[src/hdl/lpt_consts.vh]
// constants for the low-power timer configuration block
`ifndef LPT_CONSTS_VH
`define LPT_CONSTS_VH
`define LPT_CFG_RESET 32'h0000_0000
`define LPT_CFG_WMASK 32'h03FF_EEDF
`define LPT_BIT_CLKSRC 0
`define LPT_POL_LO 1
`define LPT_POL_HI 2
`define LPT_CFLT_LO 3
`define LPT_CFLT_HI 4
`define LPT_TFLT_LO 6
`define LPT_TFLT_HI 7
`define LPT_PRE_LO 9
`define LPT_PRE_HI 11
`define LPT_TSEL_LO 13
`define LPT_TSEL_HI 16
`define LPT_TEN_LO 17
`define LPT_TEN_HI 18
`define LPT_BIT_RETRIG 19
`define LPT_BIT_SETONCE 20
`define LPT_BIT_QUAD 24
`define LPT_TSEL_LAST 4'h8
`define LPT_EDGE_RISE 2'h0
`define LPT_EDGE_FALL 2'h1
`define LPT_EDGE_BOTH 2'h2
`define LPT_TRG_SW 2'h0
`define LPT_TRG_RISE 2'h1
`define LPT_TRG_FALL 2'h2
`define LPT_FILT_MAX 4'h8
`endif

[src/hdl/lpt_config.v]
// configuration register and trigger/clock front end of low-power timer
// Function
// - waveform bit 20 selects set-once output
// - retrigger off: running trigger ignored
// - retrigger on: running trigger restarts counter
// - trigger enable field picks start edges
// - four-bit selector picks nine trigger sources
// - prescaler divides by two to field
// - trigger filter needs 2/4/8 stable samples
// - clock filter needs 2/4/8 stable samples
// - filters sample on internal clock
// - polarity field picks external counting edge
// - both-edge counting needs fourfold sampling clock
// - encoder mode reuses polarity as submode
// - clock selector picks internal or external
// - continuous start arms, trigger starts counting
`timescale 1ns/1ps
`include "lpt_consts.vh"
module lpt_config (
	input wire core_clk,
	input wire rst_n,
	input wire cfg_wr,
	input wire [31:0] cfg_wdata,
	output reg [31:0] cfg_rdata,
	input wire timer_enable_bit,
	input wire continuous_start_cmd,
	input wire single_start_cmd,
	input wire timer_running,
	input wire [8:0] trig_sources,
	input wire ext_clock_in,
	output wire set_once_mode,
	output wire pwm_mode,
	output reg start_pulse,
	output reg restart_pulse,
	output reg armed_q,
	output reg count_tick,
	output reg [1:0] quad_submode,
	output wire ext_clock_selected,
	output reg trig_valid
);
	reg [31:0] cfg_q;
	reg trg_q;
	reg ext_q;
	reg [6:0] pre_q;
	reg trig_raw;
	reg raw_tick;
	reg pre_hit;
	wire trg_f;
	wire ext_f;
	wire [1:0] ten = cfg_q[`LPT_TEN_HI:`LPT_TEN_LO];
	wire [3:0] tsel = cfg_q[`LPT_TSEL_HI:`LPT_TSEL_LO];
	wire [2:0] pre = cfg_q[`LPT_PRE_HI:`LPT_PRE_LO];
	wire [1:0] pol = cfg_q[`LPT_POL_HI:`LPT_POL_LO];

	// edge match against a two-bit edge code (rise, fall, both)
	function edge_hit;
		input [1:0] code;
		input now;
		input prev;
		begin
			case (code)
			2'h0: edge_hit = now & ~prev;
			2'h1: edge_hit = ~now & prev;
			2'h2: edge_hit = now ^ prev;
			default: edge_hit = 1'b0;
			endcase
		end
	endfunction

	// terminal prescaler count for a divide by 2^code; the seven-bit
	// wrap turns code 7 into 7'h7f, the last count before 128
	function [6:0] pre_top;
		input [2:0] code;
		begin
			pre_top = (7'h01 << code) - 7'h01;
		end
	endfunction

	// register write only while disabled; reserved bits masked
	// dropping writes while enabled keeps a live count from ever seeing
	// a half-changed mix of old and new fields
	always @(posedge core_clk) begin
		if (!rst_n)
			cfg_q <= `LPT_CFG_RESET;
		else if (cfg_wr && !timer_enable_bit)
			cfg_q <= cfg_wdata & `LPT_CFG_WMASK;
	end

	// read data from flops, one cycle behind the register itself; the
	// mask is applied again so a reserved bit can never read as one
	always @(posedge core_clk) begin
		if (!rst_n)
			cfg_rdata <= 32'h0000_0000;
		else
			cfg_rdata <= cfg_q & `LPT_CFG_WMASK;
	end

	// shape and clock source decode straight from the register, so
	// they follow an accepted write in the very next cycle
	assign set_once_mode = cfg_q[`LPT_BIT_SETONCE];
	assign pwm_mode = ~cfg_q[`LPT_BIT_SETONCE];
	assign ext_clock_selected = cfg_q[`LPT_BIT_CLKSRC];

	// trigger source mux; reserved codes give no trigger
	// a quiet level there means an unused code can never start the timer
	always @* begin
		if (tsel <= `LPT_TSEL_LAST)
			trig_raw = trig_sources[tsel];
		else
			trig_raw = 1'b0;
	end

	// both filters run on core_clk, the internal clock
	// they only work while that clock runs; without it a level change
	// would sit in the filter and never pass
	lpt_glitch_filter u_trig_flt (
		.core_clk(core_clk),
		.rst_n(rst_n),
		.filt_code(cfg_q[`LPT_TFLT_HI:`LPT_TFLT_LO]),
		.din(trig_raw),
		.dout_q(trg_f)
	);
	lpt_glitch_filter u_clk_flt (
		.core_clk(core_clk),
		.rst_n(rst_n),
		.filt_code(cfg_q[`LPT_CFLT_HI:`LPT_CFLT_LO]),
		.din(ext_clock_in),
		.dout_q(ext_f)
	);

	// edge history of filtered signals; reset to the idle low level of
	// both inputs so no false edge is seen just after reset
	always @(posedge core_clk) begin
		if (!rst_n) begin
			trg_q <= 1'b0;
			ext_q <= 1'b0;
		end else begin
			trg_q <= trg_f;
			ext_q <= ext_f;
		end
	end

	// valid trigger edge per enable field; 00 is software only
	// the edge is comb from the filter output and stands one cycle
	always @* begin
		if (ten == `LPT_TRG_SW)
			trig_valid = 1'b0;
		else if (ten == `LPT_TRG_RISE)
			trig_valid = edge_hit(`LPT_EDGE_RISE, trg_f, trg_q);
		else if (ten == `LPT_TRG_FALL)
			trig_valid = edge_hit(`LPT_EDGE_FALL, trg_f, trg_q);
		else
			trig_valid = edge_hit(`LPT_EDGE_BOTH, trg_f, trg_q);
	end

	// arm on start command when external trigger selected
	// a start command in the same cycle as a trigger edge wins, so the
	// arm is kept; disabling the timer always drops it
	always @(posedge core_clk) begin
		if (!rst_n || !timer_enable_bit)
			armed_q <= 1'b0;
		else if (ten != `LPT_TRG_SW && (continuous_start_cmd ||
			single_start_cmd))
			armed_q <= 1'b1;
		else if (armed_q && trig_valid)
			armed_q <= 1'b0;
	end

	// start and restart decisions
	// a stopped timer starts on a trigger edge only if armed; a running one restarts only
	// with the retrigger bit set, otherwise the edge is ignored
	always @* begin
		start_pulse = 1'b0;
		restart_pulse = 1'b0;
		if (timer_enable_bit) begin
			if (ten == `LPT_TRG_SW)
				start_pulse = continuous_start_cmd | single_start_cmd;
			else if (trig_valid && !timer_running)
				start_pulse = armed_q;
			else if (trig_valid && timer_running)
				restart_pulse = cfg_q[`LPT_BIT_RETRIG];
		end
	end

	// raw counting event: internal every cycle, else external edge
	// encoder mode counts every filtered change of the external input
	// both-edge mode assumes core_clk at least four times ext rate
	always @* begin
		if (!cfg_q[`LPT_BIT_CLKSRC])
			raw_tick = 1'b1;
		else if (cfg_q[`LPT_BIT_QUAD])
			raw_tick = ext_f ^ ext_q;
		else
			raw_tick = edge_hit(pol, ext_f, ext_q);
	end

	// encoder submode output when quadrature mode is enabled
	// polarity code 11 is not a sub-mode and shows as 00
	always @* begin
		if (cfg_q[`LPT_BIT_QUAD] && pol != 2'h3)
			quad_submode = pol;
		else
			quad_submode = 2'h0;
	end

	// prescaler: tick every 2^pre raw events
	// the terminal count is compared directly, so divide by 128 does not
	// depend on a sum that overflows the seven-bit counter
	always @* begin
		pre_hit = (pre_q == pre_top(pre));
	end

	// count raw events; count and tick clear while the timer is disabled
	always @(posedge core_clk) begin
		if (!rst_n || !timer_enable_bit) begin
			pre_q <= 7'h00;
			count_tick <= 1'b0;
		end else begin
			count_tick <= raw_tick & pre_hit;
			if (raw_tick)
				pre_q <= pre_hit ? 7'h00 : pre_q + 7'h01;
		end
	end
endmodule // lpt_config

[src/hdl/lpt_glitch_filter.v]
// digital glitch filter: level change accepted after n equal samples
`timescale 1ns/1ps
`include "lpt_consts.vh"
module lpt_glitch_filter (
	input wire core_clk,
	input wire rst_n,
	input wire [1:0] filt_code,
	input wire din,
	output reg dout_q
);
	reg [3:0] cnt_q;
	reg [3:0] need;
	// samples needed: code 00 immediate, else 2, 4, 8
	always @* begin
		case (filt_code)
		2'h1: need = 4'h2;
		2'h2: need = 4'h4;
		2'h3: need = `LPT_FILT_MAX;
		default: need = 4'h1;
		endcase
	end
	// count consecutive differing samples on the internal clock
	always @(posedge core_clk) begin
		if (!rst_n) begin
			dout_q <= 1'b0;
			cnt_q <= 4'h0;
		end else if (din == dout_q) begin
			cnt_q <= 4'h0;
		end else if (cnt_q + 4'h1 >= need) begin
			dout_q <= din;
			cnt_q <= 4'h0;
		end else begin
			cnt_q <= cnt_q + 4'h1;
		end
	end
endmodule // lpt_glitch_filter

[config.mk]
export PLATFORM = sky130hd
export DESIGN_NAME = lpt_config
export DESIGN_NICKNAME = d
export VERILOG_FILES = /design/src/hdl/lpt_config.v /design/src/hdl/lpt_glitch_filter.v
export VERILOG_INCLUDE_DIRS = /design/src /design/src/hdl
export SDC_FILE = /design/constraint.sdc
export NUM_CORES = 1
export LEC_CHECK = 0
export ABC_CLOCK_PERIOD_IN_PS = 1800
export BUFFER_PORTS_ARGS = -buffer_cell sky130_fd_sc_hd__buf_4
export CAP_MARGIN = 15
export CORE_UTILIZATION = 46
export DETAILED_ROUTE_END_ITERATION = 10
export GPL_TIMING_DRIVEN = 0
export PLACE_DENSITY = 0.82
export SKIP_LAST_GASP = 1
export SYNTH_ARGS = -nofsm -noshare
export SYNTH_HDL_FRONTEND = slang
export SYNTH_SLANG_ARGS = --single-unit
[constraint.sdc]
create_clock -name core_clk -period 1.8 [get_ports core_clk]
set_input_delay 0.09 -clock core_clk [delete_from_list [all_inputs] [get_ports core_clk]]
set_output_delay 0.09 -clock core_clk [all_outputs]
set_load 0.01 [all_outputs]
==> results of run 1 <==
cell families after synthesis:
group / count (synthesis) / synth area share [%]
AND/OR/NAND/NOR: 140 / 23.5
flip-flops: 67 / 45.7
AO/OA/AOI/OAI: 56 / 12.5
buffers and inverters: 31 / 5.37
adder cells (fa/ha/maj): 15 / 6.40
XOR/XNOR: 12 / 3.84
multiplexers: 6 / 2.60
other: 1 / 0.128
stage by stage:
step	power (mW)	setup WS [ns]	TNS [ns]
after floorplan	1.87	0.0535	0
after global placement	2.02	-0.0337	-0.248
after detailed placement	2.03	-0.0968	-0.724
after CTS	3.40	-0.0382	-0.139
after global routing	3.60	-0.224	-2.15
final	3.48	-0.0228	-0.0816
worst register-to-register path: stages, from the launching register on:
cell and delay, ns:
dfxtp_4 0.37, ha_4 0.28, ha_4 0.19, a21o_1 0.18
a21o_1 0.21, a2111oi_4 0.35, and2_1 0.18
layer usage:
layer,global-route usage (%),vias to the layer above,wire length [µm]
met5,0,-,0
met4,10.7,0,141
met3,6.33,15,396
met2,37.5,82,3860
met1,26.0,1256,2980
li1,-,1319,-
sequential cells by signal, indices dropped and copies added (netlist names):
signal,flops
u_trig_flt.cnt_q,4
armed_q,1
pre_q,7
ext_q,1
cfg_rdata,23
cfg_q,23
u_trig_flt.dout_q,1
u_clk_flt.cnt_q,4
trg_q,1
u_clk_flt.dout_q,1
count_tick,1
final timing paths:
check | start | endpoint
max | u_clk_flt.cnt_q[0] | u_clk_flt.cnt_q[2]
min | cfg_wdata[11] | cfg_q[11]
max reg2reg | u_clk_flt.cnt_q[0] | u_clk_flt.cnt_q[2]
min reg2reg | u_trig_flt.cnt_q[0] | u_trig_flt.cnt_q[0]
power by group through the flow:
stage / clock (mW) / sequential [mW] / combinational [mW]
floorplan: 0 / 1.62 / 0.251
global placement: 0 / 1.62 / 0.402
detailed placement: 0 / 1.62 / 0.413
CTS: 1.35 / 1.59 / 0.466
global route: 1.42 / 1.60 / 0.584
finish: 1.34 / 1.60 / 0.538
cell type report:
class                           instances  area [µm²]
Fill cell                             437        1770
Sequential cell                        67        1370
Clock buffer                           11         131
Tap cell                               75        93.8
Clock inverter                          5        77.6
Buffer                                 22         126
Timing Repair Buffer                  101         811
Inverter                                9        36.3
Multi-Input combinational cell        238        1610
repair_timing:
item / 4_1_cts / 5_1_grt
gates resized for setup: 13 / 34
hold buffers: 21 / 0
pin swaps: 5 / 24
buffers inserted: 3 / 6
endpoints found under the setup margin: 13 / 19
hold endpoints to repair: 21 / 0
synth_stat cells, drive strengths merged, types with 2 or more instances:
library cell	instances	share of area, %
dfxtp	67	46
nand2	59	7.5
a21oi	30	5.1
and2	26	5.6
nor2	22	2.8
ha	15	6.4
clkbuf	12	1.5
buf	10	2.7
nand2b	9	1.9
inv	8	1.0
xor2	7	2.1
o21ai	6	1.0
mux2i	5	1.7
nor2b	5	1.1
xnor2	5	1.7
nand3	4	0.68
nor3b	4	1.2
o2111ai	3	0.90
o22ai	3	0.64
o31ai	3	1.4
a2111oi	2	0.81
a21o	2	0.51
nor3	2	0.34
nor4	2	0.43
or3	2	0.43
==> flow_summary.ini, run 1 <==
[outcome]
status = complete, but fails checks
violations = negative setup slack

[cts]
cts.path.max_buffers = 2
root_buffer = clkbuf_8
clkTransAtPathRegs_ns = 0.07
cts_buffers = 9
cts_tree = done
clock-sinks = 67
htree_levels = 3
clock_latency_ns = 0.35

[place]
dp_cells = 482
gp_congestion = 0.901
hpwl_um = 4690
postPlaceCellArea_um2 = 3600
portBuffers = 71

[routing]
vias = 2672
drt-vias-per-instance = 5.06
drtAntennaViolNets = 0
dr.pass1.iters = 4
drc = 0
routed_wl_um = 7380
wl_per_cell_um = 14.0
initialDrtViolationCount = 105

[sta]
fin_hold_ws_ns = 0.00254
max_slew_margin_pct = 62.9
rsz0062_at_grt = yes
period_minus_slack_ns = 1.82
drv_slew = 0
setup_ws_ns = -0.0228
fin_worst_skew_ns = 0.0107
finalSetupViolCount = 5
final.period_utilization_pct = 101
worst_slew_pin_slew_ns = 0.556
finalHoldViolCount = 0
max_freq_mhz = 549

[die]
placementRows = 28
start_util_pct = 48.7
die_h_um = 81.9
die_w_um = 81.9
die_area_um2 = 6700
io_pins = 91
core-area_um2 = 6030

[critical_path]
crit_path_max_incr_delay_ns = 0.37
crit_slowest_cell = dfxtp_4
critPathRequiredTime_ns = 2.09
cp-end-kind = flip-flop
r2r.worst_path.cells = 6
crit_buf_inv = 0
cp_data_arrival_time_ns = 2.12
cp.depth = 6
r2r_setup_slack_ns = -0.02
worstPathMaxFanout = 4
path_delay_family = compound AO/OA/AOI/OAI gates
critPathKind = flip-flop to flip-flop
start_kind = flip-flop
cp_cell_sequence = ha_4, ha_4, a21o_1, a21o_1, a2111oi_4, and2_1

[layout]
nNetsFinal = 512
final_common_cell = buf_4
design_area_um2 = 4260
instances_no_fill = 528
antenna_cells = 0
area.growth.synth_to_final_pct = 45.0
utilization_pct = 70.6
drive_above_1_share_pct = 31.1
final_cell_mix = buf_4 (89), nand2_1 (58), dfxtp_1 (57)

[synthesis]
ys_types = 47
syn-instance-count = 328
yosys_warnings = 0
ys_seq_elements = 67
synth.cell_area_um2 = 2930
synth_edf_count = 0
syn_area_per_cell_um2 = 8.95
synthFlopType = dfxtp_1
async_flop_share_pct = 0
ys_seq_area_share_pct = 45.7

[power]
clkPwrFrac_pct = 38.6
p_leak_nw = 1.79
power.switching_uw = 872
p_per_area_nw_per_um2 = 817
pwr-share-seq_pct = 45.9
vdd.ir_drop.worst_uv = 564
p_int_mw = 2.60
swShare_pct = 25.1
combPwrFrac_pct = 15.5

[min_path]
min_path_cells = 3
hold_path_class = input pin to flip-flop

[global_route]
grt_max_degree = 12
grt_pass1_vias = 2372
grt_util_all_layers_pct = 22.3
antenna_found_initial = 0
grt_pass1_wl_um = 11000
overflow = 0

[flow_run]
max_cap_violations = 0
(Power assumes the default switching activity.)
==> run 2: changes to the inputs <==
--- a/config.mk
+++ b/config.mk
@@ -6,13 +6,13 @@
 export SDC_FILE = /design/constraint.sdc
 export NUM_CORES = 1
 export LEC_CHECK = 0
-export ABC_CLOCK_PERIOD_IN_PS = 1800
+export ABC_CLOCK_PERIOD_IN_PS = 1900
 export BUFFER_PORTS_ARGS = -buffer_cell sky130_fd_sc_hd__buf_4
 export CAP_MARGIN = 15
-export CORE_UTILIZATION = 46
+export CORE_UTILIZATION = 51
 export DETAILED_ROUTE_END_ITERATION = 10
 export GPL_TIMING_DRIVEN = 0
-export PLACE_DENSITY = 0.82
+export PLACE_DENSITY = 0.86
 export SKIP_LAST_GASP = 1
 export SYNTH_ARGS = -nofsm -noshare
 export SYNTH_HDL_FRONTEND = slang
==> constraint.sdc (replaced) <==
create_clock -name core_clk -period 1.9 [get_ports core_clk]
set_input_delay 0.095 -clock core_clk [delete_from_list [all_inputs] [get_ports core_clk]]
set_output_delay 0.095 -clock core_clk [all_outputs]
set_load 0.01 [all_outputs]
==> flow_summary.ini, run 2 (same netlist as run 1, synthesis figures left out) <==
[outcome]
status = complete, no violations

[cts]
clock-sinks = 67
cts_buffers = 9
cts.path.max_buffers = 2
clkTransAtPathRegs_ns = 0.07
root_buffer = clkbuf_8
clock_latency_ns = 0.34
cts_tree = done
htree_levels = 3

[sta]
final.period_utilization_pct = 98.5
max_slew_margin_pct = 64.1
period_minus_slack_ns = 1.87
rsz0062_at_grt = yes
max_freq_mhz = 534
finalSetupViolCount = 0
fin_hold_ws_ns = 0.00660
setup_ws_ns = 0.0287
drv_slew = 0
finalSetupTns_ns = 0
finalHoldViolCount = 0
worst_slew_pin_slew_ns = 0.538
fin_worst_skew_ns = 0.00988

[place]
hpwl_um = 4780
portBuffers = 71
dp_cells = 479
postPlaceCellArea_um2 = 3590
place_ws_ns = -0.0858
gp_congestion = 0.920

[power]
p_int_mw = 2.49
power.switching_uw = 787
combPwrFrac_pct = 13.2
p_leak_nw = 1.71
totalPowerFinal_mw = 3.28
p_per_area_nw_per_um2 = 815
clkPwrFrac_pct = 40.7
vdd.ir_drop.worst_uv = 481
pwr-share-seq_pct = 46.0
swShare_pct = 24.0

[routing]
met2_length_um = 3460
wl_met1_um = 2870
dr.pass1.iters = 4
top_layer = met4
vias = 2571
drtAntennaViolNets = 0
drc = 0
routed_wl_um = 6890
wl_met3_um = 377
initialDrtViolationCount = 139
wl_per_cell_um = 13.5
drt-vias-per-instance = 5.05

[die]
die_w_um = 77.9
start_util_pct = 53.0
core-area_um2 = 5540
die_area_um2 = 6060
io_pins = 91
placementRows = 27
die_h_um = 77.9

[global_route]
grt_max_degree = 12
overflow = 0
grt_pass1_wl_um = 11200
antenna_found_initial = 0
grt_util_all_layers_pct = 23.9
grt_pass1_vias = 2519

[critical_path]
crit_path_max_incr_delay_ns = 0.42
cp_data_arrival_time_ns = 2.15
cp-end-kind = flip-flop
critPathRequiredTime_ns = 2.18
start_kind = flip-flop
crit_slowest_cell = a2111oi_4
cp_cell_sequence = ha_4, xor2_2, ha_1, a21o_1, a2111oi_4, and2_1
critPathKind = flip-flop to flip-flop
worstPathMaxFanout = 4

[layout]
antenna_cells = 0
final_common_cell = buf_4
utilization_pct = 72.6
area.growth.synth_to_final_pct = 37.1
instances_no_fill = 509
nNetsFinal = 496
final_cell_mix = buf_4 (82), dfxtp_1 (61), nand2_1 (59)
reg_top3 = cfg_q x23, cfg_rdata x23, pre_q x7
fillers = 399
drive_above_1_share_pct = 27.0
design_area_um2 = 4020

[flow_run]
max_cap_violations = 0

[min_path]
hold_path_class = input pin to flip-flop
[run 2: cell types whose count changed in the layout (fill, tap and decap cells not counted), sizes merged]
cell / previous run / this run
clkinv: 3 / 2
buf: 90 / 83
dlygate4sd3: 21 / 12
clkbuf: 23 / 24
[run 2: worst paths after layout]
check | from | to | slack, ns | depth (start not counted)
setup reg to reg | u_clk_flt.cnt_q[0] | u_clk_flt.cnt_q[3] | 0.03 | 6
hold reg to reg | u_trig_flt.cnt_q[0] | u_trig_flt.cnt_q[0] | 0.45 | 1
hold / removal | cfg_wdata[19] | cfg_q[19] | 0.007 | 3
setup / recovery | u_clk_flt.cnt_q[0] | u_clk_flt.cnt_q[3] | 0.03 | 6
[run 2: final cells by class]
| cell class | count | area (µm²) | area share [%] |
|---|---|---|---|
| tap | 72 | 90.1 | 2.24 |
| clock inverter | 4 | 72.6 | 1.80 |
| buffer | 22 | 126 | 3.14 |
| clock buffer | 12 | 155 | 3.86 |
| multi-input combinational | 238 | 1530 | 37.9 |
| inverter | 9 | 33.8 | 0.840 |
| sequential | 67 | 1350 | 33.6 |
| timing repair buffer | 85 | 668 | 16.6 |
[run 2: critical path: cells and delay by family, from the launching register on]
kind | cells | cell delay [ns]
XOR/XNOR | 1 | 0.18
AND/OR/NAND/NOR | 1 | 0.20
adder cells (fa/ha/maj) | 2 | 0.44
flip-flops | 1 | 0.37
AO/OA/AOI/OAI | 2 | 0.64
[run 2: routing by layer]
layer / track usage (%) / vias to the layer above
met3: 6.94 / 19
met1: 26.6 / 1189
li1: - / 1292
met2: 41.6 / 71
met4: 10.9 / 0
met5: 0 / -
[run 2: power by group through the flow]
stage	Combinational, mW	Sequential, mW	Clock, mW
after floorplan	0.233	1.53	0
after global routing	0.477	1.52	1.42
final	0.434	1.51	1.34
after global placement	0.373	1.53	0
after detailed placement	0.389	1.54	0
after CTS	0.419	1.50	1.35
[run 2: repair_timing]
action                                  4_1_cts  5_1_grt
endpoints found under the hold margin        11        1
endpoints found under the setup margin        5       18
hold buffers                                 11        1
gates resized for setup                       2       19
setup buffers                                 2        0
pin swaps                                     1        7
==> run 3: changes to the inputs <==
--- a/config.mk
+++ b/config.mk
@@ -6,9 +6,10 @@
 export SDC_FILE = /design/constraint.sdc
 export NUM_CORES = 1
 export LEC_CHECK = 0
-export ABC_CLOCK_PERIOD_IN_PS = 1900
+export ABC_CLOCK_PERIOD_IN_PS = 2100
 export BUFFER_PORTS_ARGS = -buffer_cell sky130_fd_sc_hd__buf_4
 export CAP_MARGIN = 15
+export CORE_ASPECT_RATIO = 1.75
 export CORE_UTILIZATION = 51
 export DETAILED_ROUTE_END_ITERATION = 10
 export GPL_TIMING_DRIVEN = 0
==> constraint.sdc (replaced) <==
create_clock -name core_clk -period 2.1 [get_ports core_clk]
set_input_delay 0.105 -clock core_clk [delete_from_list [all_inputs] [get_ports core_clk]]
set_output_delay 0.105 -clock core_clk [all_outputs]
set_load 0.01 [all_outputs]
==> flow_summary.ini, run 3 (same netlist as run 1, synthesis figures left out) <==
[power]
power.switching_uw = 734
totalPowerFinal_mw = 2.91
vdd.ir_drop.worst_uv = 482
swShare_pct = 25.2
p_per_area_nw_per_um2 = 755
p_int_mw = 2.18
clkPwrFrac_pct = 40.9
combPwrFrac_pct = 12.4
p_leak_nw = 1.66
pwr-share-seq_pct = 46.7

[cts]
root_buffer = clkbuf_8
cts_tree = done
clkTransAtPathRegs_ns = 0.08
cts.path.max_buffers = 2
htree_levels = 3
clock_latency_ns = 0.34
cts_buffers = 9
post_cts.repair.setup_buffers = 0
clock-sinks = 67

[layout]
antenna_cells = 0
area.growth.synth_to_final_pct = 31.5
instances_no_fill = 502
final_cell_mix = buf_4 (80), dfxtp_1 (67), nand2_1 (59)
nNetsFinal = 485
utilization_pct = 69.6
fillers = 459
drive_above_1_share_pct = 24.4
final_common_cell = buf_4
reg_top3 = cfg_q x23, cfg_rdata x23, pre_q x7

[global_route]
overflow = 0
grt_max_degree = 14
grt_pass1_vias = 2455
grt_util_all_layers_pct = 23.3
antenna_found_initial = 0
grt_pass1_wl_um = 10500

[sta]
worst_slew_pin_slew_ns = 0.537
drv_slew = 0
setup_ws_ns = 0.102
finalSetupViolCount = 0
finalHoldViolCount = 0
max_slew_margin_pct = 64.0
final.period_utilization_pct = 95.1
period_minus_slack_ns = 2.00
max_freq_mhz = 501
fin_worst_skew_ns = 0.00609

[min_path]
hold_path_class = input pin to flip-flop

[routing]
dr.pass1.iters = 4
drc = 0
drtAntennaViolNets = 0
vias = 2538
routed_wl_um = 6590
drt-vias-per-instance = 5.06
initialDrtViolationCount = 68
wl_per_cell_um = 13.1

[die]
core-area_um2 = 5540
die_area_um2 = 6070
die_w_um = 59.3
die_h_um = 102
start_util_pct = 53.0
placementRows = 36
io_pins = 91

[place]
portBuffers = 71
gp_congestion = 0.958
hpwl_um = 5010
place_ws_ns = 0.112
dp_cells = 483

[critical_path]
critPathKind = flip-flop to primary output
cp_data_arrival_time_ns = 1.89
start_kind = flip-flop
cp-end-kind = primary output
worstPathMaxFanout = 4
critPathRequiredTime_ns = 2.00

[flow_run]
max_cap_violations = 0

[outcome]
status = complete, no violations
## run 3: cell count changes in the layout (fill, tap and decap cells not counted), sizes merged
| cell | delta |
|---|---|
| clkinv | +2 |
| dlygate4sd3 | -9 |
| clkbuf | -3 |
| inv | +2 |
| clkinvlp | -1 |
| buf | -2 |
## run 3: layout make-up
class	count	area, µm²	share of cell area [%]
Clock buffer	9	124	3.21
Inverter	9	33.8	0.875
Multi-Input combinational cell	238	1480	38.3
Buffer	22	124	3.21
Clock inverter	7	100	2.59
Tap cell	76	95.1	2.46
Timing Repair Buffer	74	563	14.6
Sequential cell	67	1340	34.8
## run 3: worst paths after layout
path | from | endpoint | slack, ns | cells after the start
worst min register to register | cfg_q[21] | cfg_q[21] | 0.46 | 2
worst max register to register | u_clk_flt.cnt_q[0] | u_clk_flt.cnt_q[0] | 0.11 | 6
worst max-delay path | u_trig_flt.dout_q | start_pulse | 0.10 | 7
worst min-delay path | cfg_wdata[22] | cfg_q[22] | 0.01 | 3
## run 3: per-stage QoR
stage                     hold WS [ns]  setup TNS [ns]  cell area (µm²)
after floorplan                  0.231               0             2960
after global placement           0.356               0             3590
after detailed placement         0.359               0             3590
after CTS                     0.000459               0             3850
after global routing           0.00412        -0.00155             3860
final                           0.0113               0             3860
## run 3: layer usage
| metal | wire length (µm) | vias up | GRT usage, % |
|---|---|---|---|
| met1 | 2470 | 1186 | 23.2 |
| met4 | 153 | 0 | 10.8 |
| li1 | - | 1270 | - |
| met3 | 213 | 15 | 3.80 |
| met5 | 0 | - | 0 |
| met2 | 3750 | 67 | 44.9 |
## run 3: timing repair
item	CTS	global route
hold buffers	3	0
endpoints found under the setup margin	0	3
gates resized for setup	0	2
hold endpoints to repair	3	0
## run 3: power groups by stage
stage	clock network, mW	registers [mW]	logic [mW]
6_report	1.19	1.36	0.363
5_1_grt	1.25	1.37	0.402
4_1_cts	1.21	1.36	0.359
3_5_place_dp	0	1.39	0.351
3_3_place_gp	0	1.39	0.339
2_1_floorplan	0	1.39	0.211
## run 3: critical path, cell delays in order, from the launching register on
cell	delay, ns
dfxtp_1	0.41
ha_1	0.26
nor2b_1	0.10
o21ai_0	0.08
o21ai_1	0.23
nand3b_1	0.13
a21boi_0	0.19
buf_4	0.15
